$ cat src/rtl/orc_pkg.sv
package orc_pkg;
	// Register byte offsets from the function's memory base
	localparam logic [7:0] REVISION_OFS = 8'h00;
	localparam logic [7:0] CONTROL_OFS = 8'h04;
	// Revision fields
	localparam logic [7:0] REVISION_CODE = 8'h10;
	localparam int REV_LO = 0;
	localparam int LEGACY_BIT = 8;
	// Control register fields
	localparam int RATIO_LO = 0;
	localparam int PERIODIC_BIT = 2;
	localparam int ISO_BIT = 3;
	localparam int CTRL_LIST_BIT = 4;
	localparam int BULK_BIT = 5;
	localparam int FSTATE_LO = 6;
	localparam int ROUTING_BIT = 8;
	localparam int CONNECTED_BIT = 9;
	localparam int WAKE_EN_BIT = 10;
	localparam logic [31:0] CONTROL_RESET = 32'h0000_0000;
	// Functional state encodings
	localparam logic [1:0] FS_RESET = 2'h0;
	localparam logic [1:0] FS_RESUME = 2'h1;
	localparam logic [1:0] FS_OPERATIONAL = 2'h2;
	localparam logic [1:0] FS_SUSPEND = 2'h3;

	// Register access request from the host bus side
	typedef struct packed {
		logic rd;
		logic wr;
		logic [7:0] addr;
		logic [31:0] wdata;
	} orc_req_s;

	// Driver-visible control fields
	typedef struct packed {
		logic wakeEnable;
		logic wakeConnected;
		logic irqRoutingSelect;
		logic [1:0] functionalState;
		logic bulkListEn;
		logic ctrlListEn;
		logic isoEn;
		logic periodicListEn;
		logic [1:0] ctrlBulkRatio;
	} orc_ctl_s;
endpackage

$ cat src/rtl/orc_wake_detect.sv
`timescale 1ns/10ps
// Registered wake request: enable and resume-detected both set
module orc_wake_detect (
	input wire logic clock,
	input wire logic rst_n,
	input wire logic wakeEnable,
	input wire logic resumeDetected,
	output logic wakeRequest
);
	logic wake_q;
	logic wake_d;

	// Combine the two conditions; interrupts are not involved here
	always_comb begin
		wake_d = wakeEnable & resumeDetected;
	end

	// Register so the top output comes from a flip-flop
	always_ff @(posedge clock) begin
		if (!rst_n) begin
			wake_q <= 1'h0;
		end else begin
			wake_q <= wake_d;
		end
	end

	assign wakeRequest = wake_q;
endmodule

$ cat src/rtl/orc_regs.sv
`timescale 1ns/10ps
module orc_regs #(
	parameter bit FIRST_FUNCTION = 1'b1
) (
	input wire logic clock,
	input wire logic rst_n,
	input orc_pkg::orc_req_s req,
	input wire logic resumeDetected,
	input wire logic hwStateWrite,
	input wire logic [1:0] hwState,
	input wire logic hwConnectedWrite,
	input wire logic hwConnected,
	input wire logic irqEventIn,
	output logic [31:0] rdata,
	output logic rdValid,
	output orc_pkg::orc_ctl_s ctl,
	output logic irqNormal,
	output logic irqManagement,
	output logic wakeRequest
);
	orc_pkg::orc_ctl_s ctl_q;
	orc_pkg::orc_ctl_s ctl_d;
	logic [31:0] rdata_q;
	logic [31:0] rdata_d;
	logic rdValid_q;
	logic rdValid_d;
	logic irqNormal_q;
	logic irqNormal_d;
	logic irqMgmt_q;
	logic irqMgmt_d;

	// Offset decode used by both the read and write paths
	function automatic logic hitsReg(input logic [7:0] a,
		input logic [7:0] ofs);
		hitsReg = (a == ofs);
	endfunction

	// Pack control fields into their 32-bit image
	function automatic logic [31:0] ctlImage(input orc_pkg::orc_ctl_s c);
		logic [31:0] v;
		v = 32'h0000_0000;
		v[orc_pkg::RATIO_LO +: 2] = c.ctrlBulkRatio;
		v[orc_pkg::PERIODIC_BIT] = c.periodicListEn;
		v[orc_pkg::ISO_BIT] = c.isoEn;
		v[orc_pkg::CTRL_LIST_BIT] = c.ctrlListEn;
		v[orc_pkg::BULK_BIT] = c.bulkListEn;
		v[orc_pkg::FSTATE_LO +: 2] = c.functionalState;
		v[orc_pkg::ROUTING_BIT] = c.irqRoutingSelect;
		v[orc_pkg::CONNECTED_BIT] = c.wakeConnected;
		v[orc_pkg::WAKE_EN_BIT] = c.wakeEnable;
		ctlImage = v;
	endfunction

	// Control register: driver writes, then the two hardware-owned fields
	always_comb begin
		ctl_d = ctl_q;
		if (req.wr && hitsReg(req.addr, orc_pkg::CONTROL_OFS)) begin
			// Reserved bits 31:11 are expected zero and are not stored
			ctl_d.ctrlBulkRatio = req.wdata[orc_pkg::RATIO_LO +: 2];
			ctl_d.periodicListEn = req.wdata[orc_pkg::PERIODIC_BIT];
			ctl_d.isoEn = req.wdata[orc_pkg::ISO_BIT];
			ctl_d.ctrlListEn = req.wdata[orc_pkg::CTRL_LIST_BIT];
			ctl_d.bulkListEn = req.wdata[orc_pkg::BULK_BIT];
			ctl_d.functionalState = req.wdata[orc_pkg::FSTATE_LO +: 2];
			ctl_d.irqRoutingSelect = req.wdata[orc_pkg::ROUTING_BIT];
			ctl_d.wakeConnected = req.wdata[orc_pkg::CONNECTED_BIT];
			ctl_d.wakeEnable = req.wdata[orc_pkg::WAKE_EN_BIT];
		end
		// Hardware updates win over a same-cycle driver write
		if (hwStateWrite) begin
			ctl_d.functionalState = hwState;
		end
		if (hwConnectedWrite) begin
			ctl_d.wakeConnected = hwConnected;
		end
	end

	// Read path: one cycle after the strobe; writes to revision dropped
	always_comb begin
		rdata_d = 32'h0000_0000;
		rdValid_d = req.rd;
		if (req.rd) begin
			if (hitsReg(req.addr, orc_pkg::REVISION_OFS)) begin
				// Upper bits stay zero
				rdata_d[orc_pkg::REV_LO +: 8] = orc_pkg::REVISION_CODE;
				rdata_d[orc_pkg::LEGACY_BIT] = FIRST_FUNCTION;
			end else if (hitsReg(req.addr, orc_pkg::CONTROL_OFS)) begin
				rdata_d = ctlImage(ctl_q);
			end
		end
	end

	// Interrupt steering uses routing only, never the wake enable
	always_comb begin
		irqNormal_d = irqEventIn & ~ctl_q.irqRoutingSelect;
		irqMgmt_d = irqEventIn & ctl_q.irqRoutingSelect;
	end

	// Control register state; a hardware reset puts the controller
	// back in the reset functional state with every list disabled,
	// so nothing is fetched until the driver sets the enables again
	always_ff @(posedge clock) begin
		if (!rst_n) begin
			ctl_q <= orc_pkg::orc_ctl_s'(orc_pkg::CONTROL_RESET[10:0]);
		end else begin
			ctl_q <= ctl_d;
		end
	end

	// Read answer state; data is forced to zero between reads so a
	// stale word can never be mistaken for a fresh answer
	always_ff @(posedge clock) begin
		if (!rst_n) begin
			rdata_q <= 32'h0000_0000;
			rdValid_q <= 1'h0;
		end else begin
			rdata_q <= rdata_d;
			rdValid_q <= rdValid_d;
		end
	end

	// Interrupt steering state; the one-cycle delay keeps both
	// outputs glitch free at the cost of a cycle of latency
	always_ff @(posedge clock) begin
		if (!rst_n) begin
			irqNormal_q <= 1'h0;
			irqMgmt_q <= 1'h0;
		end else begin
			irqNormal_q <= irqNormal_d;
			irqMgmt_q <= irqMgmt_d;
		end
	end

	// Wake request generation
	orc_wake_detect wakeDet (
		.clock(clock),
		.rst_n(rst_n),
		.wakeEnable(ctl_q.wakeEnable),
		.resumeDetected(resumeDetected),
		.wakeRequest(wakeRequest)
	);

	assign rdata = rdata_q;
	assign rdValid = rdValid_q;
	assign ctl = ctl_q;
	assign irqNormal = irqNormal_q;
	assign irqManagement = irqMgmt_q;
endmodule

$ cat config.mk
export PLATFORM = sky130hd
export DESIGN_NAME = orc_regs
export DESIGN_NICKNAME = d
export VERILOG_FILES = /design/src/rtl/orc_pkg.sv /design/src/rtl/orc_wake_detect.sv /design/src/rtl/orc_regs.sv
export SDC_FILE = /design/constraint.sdc
export NUM_CORES = 1
export LEC_CHECK = 0
export BUFFER_PORTS_ARGS = -buffer_cell sky130_fd_sc_hd__buf_2
export CORE_ASPECT_RATIO = 0.5
export CORE_MARGIN = 1
export CORE_UTILIZATION = 34
export DETAILED_ROUTE_END_ITERATION = 8
export PLACE_DENSITY = 0.76
export SYNTH_ARGS = -nofsm -noshare
export SYNTH_HDL_FRONTEND = slang
export SYNTH_HIERARCHICAL = 1
export SYNTH_SLANG_ARGS = --single-unit
$ cat constraint.sdc
create_clock -name clock -period 1.5 [get_ports clock]
set_clock_uncertainty 0.1 [all_clocks]
set_input_delay 0.3 -clock clock [delete_from_list [all_inputs] [get_ports clock]]
set_output_delay 0.3 -clock clock [all_outputs]
set_load 0.03 [all_outputs]
==> results of run 1 <==
==> worst register-to-register path, stage by stage (launching register included) <==
cell and delay [ns]:
dfxtp_1 0.40, o31ai_2 0.09, a21oi_1 0.14
==> layout make-up <==
| type | count | area share, % |
|---|---|---|
| multi-input cells | 80 | 31.8 |
| well taps | 40 | 3.32 |
| inverters | 6 | 1.49 |
| clock buffers | 4 | 3.65 |
| flip-flops and latches | 26 | 34.5 |
| repair buffers | 69 | 25.2 |
==> metrics by stage <==
stage / utilization, % / setup TNS, ns
2_1_floorplan: - / 0
3_3_place_gp: 46.9 / -1.35
3_5_place_dp: 46.9 / -1.51
4_1_cts: 48.6 / 0
5_1_grt: 48.6 / 0
6_report: 48.6 / 0
==> metal layers <==
metal	global-route usage, %	wire length [um]	vias up
li1	-	-	511
met1	14.0	999	493
met2	28.5	1330	49
met3	3.70	167	8
met4	6.55	51	0
met5	0	0	-
==> sequential cells by signal (all words and copies together), names as in the netlist <==
name / cells
irqNormal: 1
rdValid: 1
irqManagement: 1
wakeDet/wakeRequest: 1
rdata: 11
ctl: 11
==> path summary, 6_finish.rpt <==
check | slack, ns | cells past startpoint | to
setup / recovery | 0.11 | 4 | ctl[0]
hold / removal | 0.15 | 2 | wakeDet/wakeRequest
setup reg to reg | 0.70 | 2 | ctl[8]
hold reg to reg | 0.38 | 1 | rdata[2]
==> placed cells by master, fill, tap and decap left out <==
cell      Yosys  routed
or4_1         1       1
nor2_1        2       2
buf_2         4      55
nor4_2        1       1
nand4_1      11      11
nor3_1        1       1
conb_1        1      21
o31ai_1       7       7
inv_1         6       6
o31ai_2       4       4
or4b_4        1       1
and3_1        2       2
and2_1       10      10
clkbuf_8      0       4
nor4b_2       0       1
nand3_1       1       1
o21ai_0       3       3
a21oi_1      10      10
dfxtp_1      26      26
nand2_1       1       1
buf_4        22      14
a31oi_1       3       3
==> logic make-up after synthesis <==
family / after synthesis
AOI/OAI and AO/OA: 27
DFF: 26
other: 1
and+or+nand+nor: 32
buffers and inverters: 34
==> power breakdown <==
group | internal, W | leakage [nW] | switching (W)
logic | 0.0000636 | 0.501 | 0.000145
registers | 0.000698 | 0.211 | 0.00000481
clock network | 0.000234 | 0.0288 | 0.000207
==> synthesized netlist by cell type, drive strengths merged <==
cell type  number
buf            27
dfxtp          26
nand4          11
o31ai          11
a21oi          10
and2           10
inv             6
a31oi           3
o21ai           3
and3            2
nor2            2
clkbuf          1
conb            1
nand2           1
nand3           1
nor3            1
nor4            1
nor4b           1
or4             1
or4b            1
==> impl_metrics.ini, run 1 <==
[run_status]
status = finished with violations
violations = DRC

[setup_path]
critPathMaxStageDelay_ns = 0.64
path_class = primary input to flip-flop
critical-path-top-delay-family = simple AND/OR/NAND/NOR gates
critPathLaunch = req[33]
startpoint_type = primary input
crit_chain = buf_2, or4b_4, o31ai_1, a21oi_1
path_buf_inv = 1
endpoint_kind = flip-flop
cp_slowest_cell = or4b_4
crit_required_ns = 1.55
reg2reg_from = ctl[8]
cp.arrival_ns = 1.44
critPathMaxFanout = 11

[cts]
hold_buffers = 0
clock_path_buffers = 2
cts_tree = yes
htreeDepth = 1
ctsResizeCount = 0
clk_latency_ns = 0.27
clkTransAtPathRegs_ns = 0.09
clockRootBuffer = clkbuf_8
clock-sinks = 26
cts_buffers = 3
post_cts_buffers = 0

[placed_design]
hpwl_um = 1950
place_inst = 221
place_area_mm2 = 0.00145
gp_congestion = 0.796
pre_cts_ws_ns = -0.170
io_buffers = 55

[routing]
drt_first_pass_iters = 6
drt_first_iter_violations = 71
ant_nets = 0
wl_per_cell_um = 11.3
num_vias = 1061
wl_um = 2550
drc = 6
viasPerCell = 4.72

[synthesis]
synth_compound_area_share_pct = 16.3
synth_cell_types = 23
synth_top_area_share_pct = 45.6
netlist_top_cells_area = dfxtp_1, buf_4, nand4_1, and2_1, o31ai_1
syn_inst = 120
ys_warn_count = 6
yosys.area_share.simple_pct = 18.2
synthMuxAreaShare_pct = 0
synth-xor-area-share_pct = 0
syn_avg_cell_area_um2 = 9.51
synth_top_family_by_area = buffers and inverters
synth_seq_area_share_pct = 45.6
syn_area_mm2 = 0.00114
yosys.area.top_type = dfxtp_1
synthAdderAreaFrac_pct = 0
synth_seq_cells = 26

[sta]
slew_violations = 0
period_share_pct = 92.4
fin_hold_ws_ns = 0.154
rsz0062_at_grt = false
layout_setup_ws_ns = 0.114
min_period_ns = 1.39
finalSetupViolCount = 0
finalHoldViolCount = 0
fmax_ghz = 0.721

[floorplanning]
rows = 14
initial_core_util_pct = 36.8
die_y_um = 43.0
die-area_mm2 = 0.00361
die-width_um = 83.9
core-area_mm2 = 0.00310
pin_count = 98

[global_route]
track_usage_pct = 14.2
grt_start_max_net_pins = 15
grt_pass1_wl_um = 4030
overflow = 0
grt_pass1_vias = 961
antenna_found_initial = 0

[layout]
synthToLayoutAreaGrowth_pct = 32.1
final_area_mm2 = 0.00151
fin_cells = 225
multi_input_area_um2 = 479
ff_latch_area_um2 = 520
antennaDiodeCount = 0
final_nets = 237
drive_gt1_share_pct = 43.2
fillers = 300

[flow_run]
maxCapViolCount = 0

[hold_path]
hold_start = resumeDetected
hold_class = primary input to flip-flop

[power_and_ir_drop]
p_total_w = 0.00135
vdd_drop_max_mv = 0.380
p_leak_nw = 0.741
power_density_mw_per_mm2 = 897
No activity file was read; power rests on OpenSTA's default activity.
==> run 2, diff against run 1 <==
Settings changed: MAX_ROUTING_LAYER from default to met4.
==> impl_metrics.ini, run 2 (synthesized netlist as in run 1, its figures left out) <==
[sta]
period_share_pct = 92.3
slew_violations = 0
finalSetupViolCount = 0
fmax_ghz = 0.723
min_period_ns = 1.38
rsz0062_at_grt = false
finalHoldViolCount = 0

[cts]
post_cts_buffers = 0
clock_path_buffers = 2
cts_buffers = 3
cts_tree = yes
clockRootBuffer = clkbuf_8
clk_latency_ns = 0.27
htreeDepth = 1
hold_buffers = 0
ctsResizeCount = 0
clock-sinks = 26
clkTransAtPathRegs_ns = 0.09

[setup_path]
critPathMaxFanout = 11
critPathLaunch = req[33]
crit_chain = buf_2, or4b_4, o31ai_1, a21oi_1
crit_required_ns = 1.55
endpoint_kind = flip-flop
critPathMaxStageDelay_ns = 0.64
cp.arrival_ns = 1.43
cp_slowest_cell = or4b_4
path_buf_inv = 1
startpoint_type = primary input
reg2reg_from = ctl[8]
critical-path-top-delay-family = simple AND/OR/NAND/NOR gates
path_class = primary input to flip-flop

[floorplanning]
pin_count = 98
die_y_um = 43.0
die-area_mm2 = 0.00361
initial_core_util_pct = 36.8
core-area_mm2 = 0.00310
rows = 14
die-width_um = 83.9

[power_and_ir_drop]
comb_power_share_pct = 15.4
p_seq_share_pct = 52.0
p_sw_w = 0.000357
clkPwrFrac_pct = 32.6
swShare_pct = 26.4
vdd_drop_max_mv = 0.381
power_density_mw_per_mm2 = 898
p_leak_nw = 0.741
intPower_w = 0.000996

[placed_design]
place_inst = 221
io_buffers = 55
gp_congestion = 0.807
place_area_mm2 = 0.00145
hpwl_um = 1950

[layout]
synthToLayoutAreaGrowth_pct = 32.1
finalCoreUtilization_pct = 48.6
final_common_cell = buf_2
final_area_mm2 = 0.00151
fin_cells = 225
layout_common_cells = buf_2, dfxtp_1, conb_1
final_nets = 237
drive_gt1_share_pct = 43.2
antennaDiodeCount = 0

[routing]
ant_nets = 0
wl_um = 2570
num_vias = 1060
drt_first_iter_violations = 71
drt_first_pass_iters = 6
wl_per_cell_um = 11.4
viasPerCell = 4.71
drc = 6

[global_route]
antenna_found_initial = 0
grt_pass1_wl_um = 4030
track_usage_pct = 14.6
grt_pass1_vias = 961
grt_start_max_net_pins = 15
overflow = 0

[run_status]
status = finished with violations
violations = DRC

[hold_path]
hold_start = resumeDetected
hold_class = primary input to flip-flop

[flow_run]
maxCapViolCount = 0
run 2: cell counts in the layout (fill, tap and decap cells not counted):
Identical to the previous run, type by type.
run 2: final timing paths:
| check | to | slack [ns] | depth (start not counted) |
|---|---|---|---|
| max | ctl[0] | 0.12 | 4 |
| min | wakeDet/wakeRequest | 0.15 | 2 |
| max reg2reg | ctl[8] | 0.70 | 2 |
| min reg2reg | rdata[2] | 0.38 | 1 |
run 2: cell type report:
type	instances	area (um2)
clock buffers	4	55.1
fillers	300	1590
inverters	6	22.5
multi-input cells	80	479
flip-flops and latches	26	520
well taps	40	50.0
repair buffers	69	380
run 2: metal layers:
metal / GRT usage [%] / wire (um) / vias up
met5: - / 0 / -
met4: 6.55 / 53 / 0
met3: 3.50 / 173 / 8
met2: 28.5 / 1340 / 51
met1: 14.1 / 1010 / 489
li1: - / - / 512
run 2: stage by stage:
stage	hold slack [ns]	TNS (ns)	worst slack, ns	power (W)
floorplan	0.294	0	0.00163	0.000887
global placement	0.354	-1.35	-0.145	0.000925
detailed placement	0.362	-1.51	-0.170	0.000927
CTS	0.149	0	0.120	0.00136
global route	0.166	0	0.0711	0.00140
finish	0.154	0	0.116	0.00135
run 2: power by group through the flow:
stage	clock (W)	sequential, W	combinational (W)
floorplan	0	0.000737	0.000150
global route	0.000476	0.000705	0.000222
detailed placement	0	0.000720	0.000207
global placement	0	0.000720	0.000205
finish	0.000441	0.000703	0.000209
CTS	0.000453	0.000703	0.000208
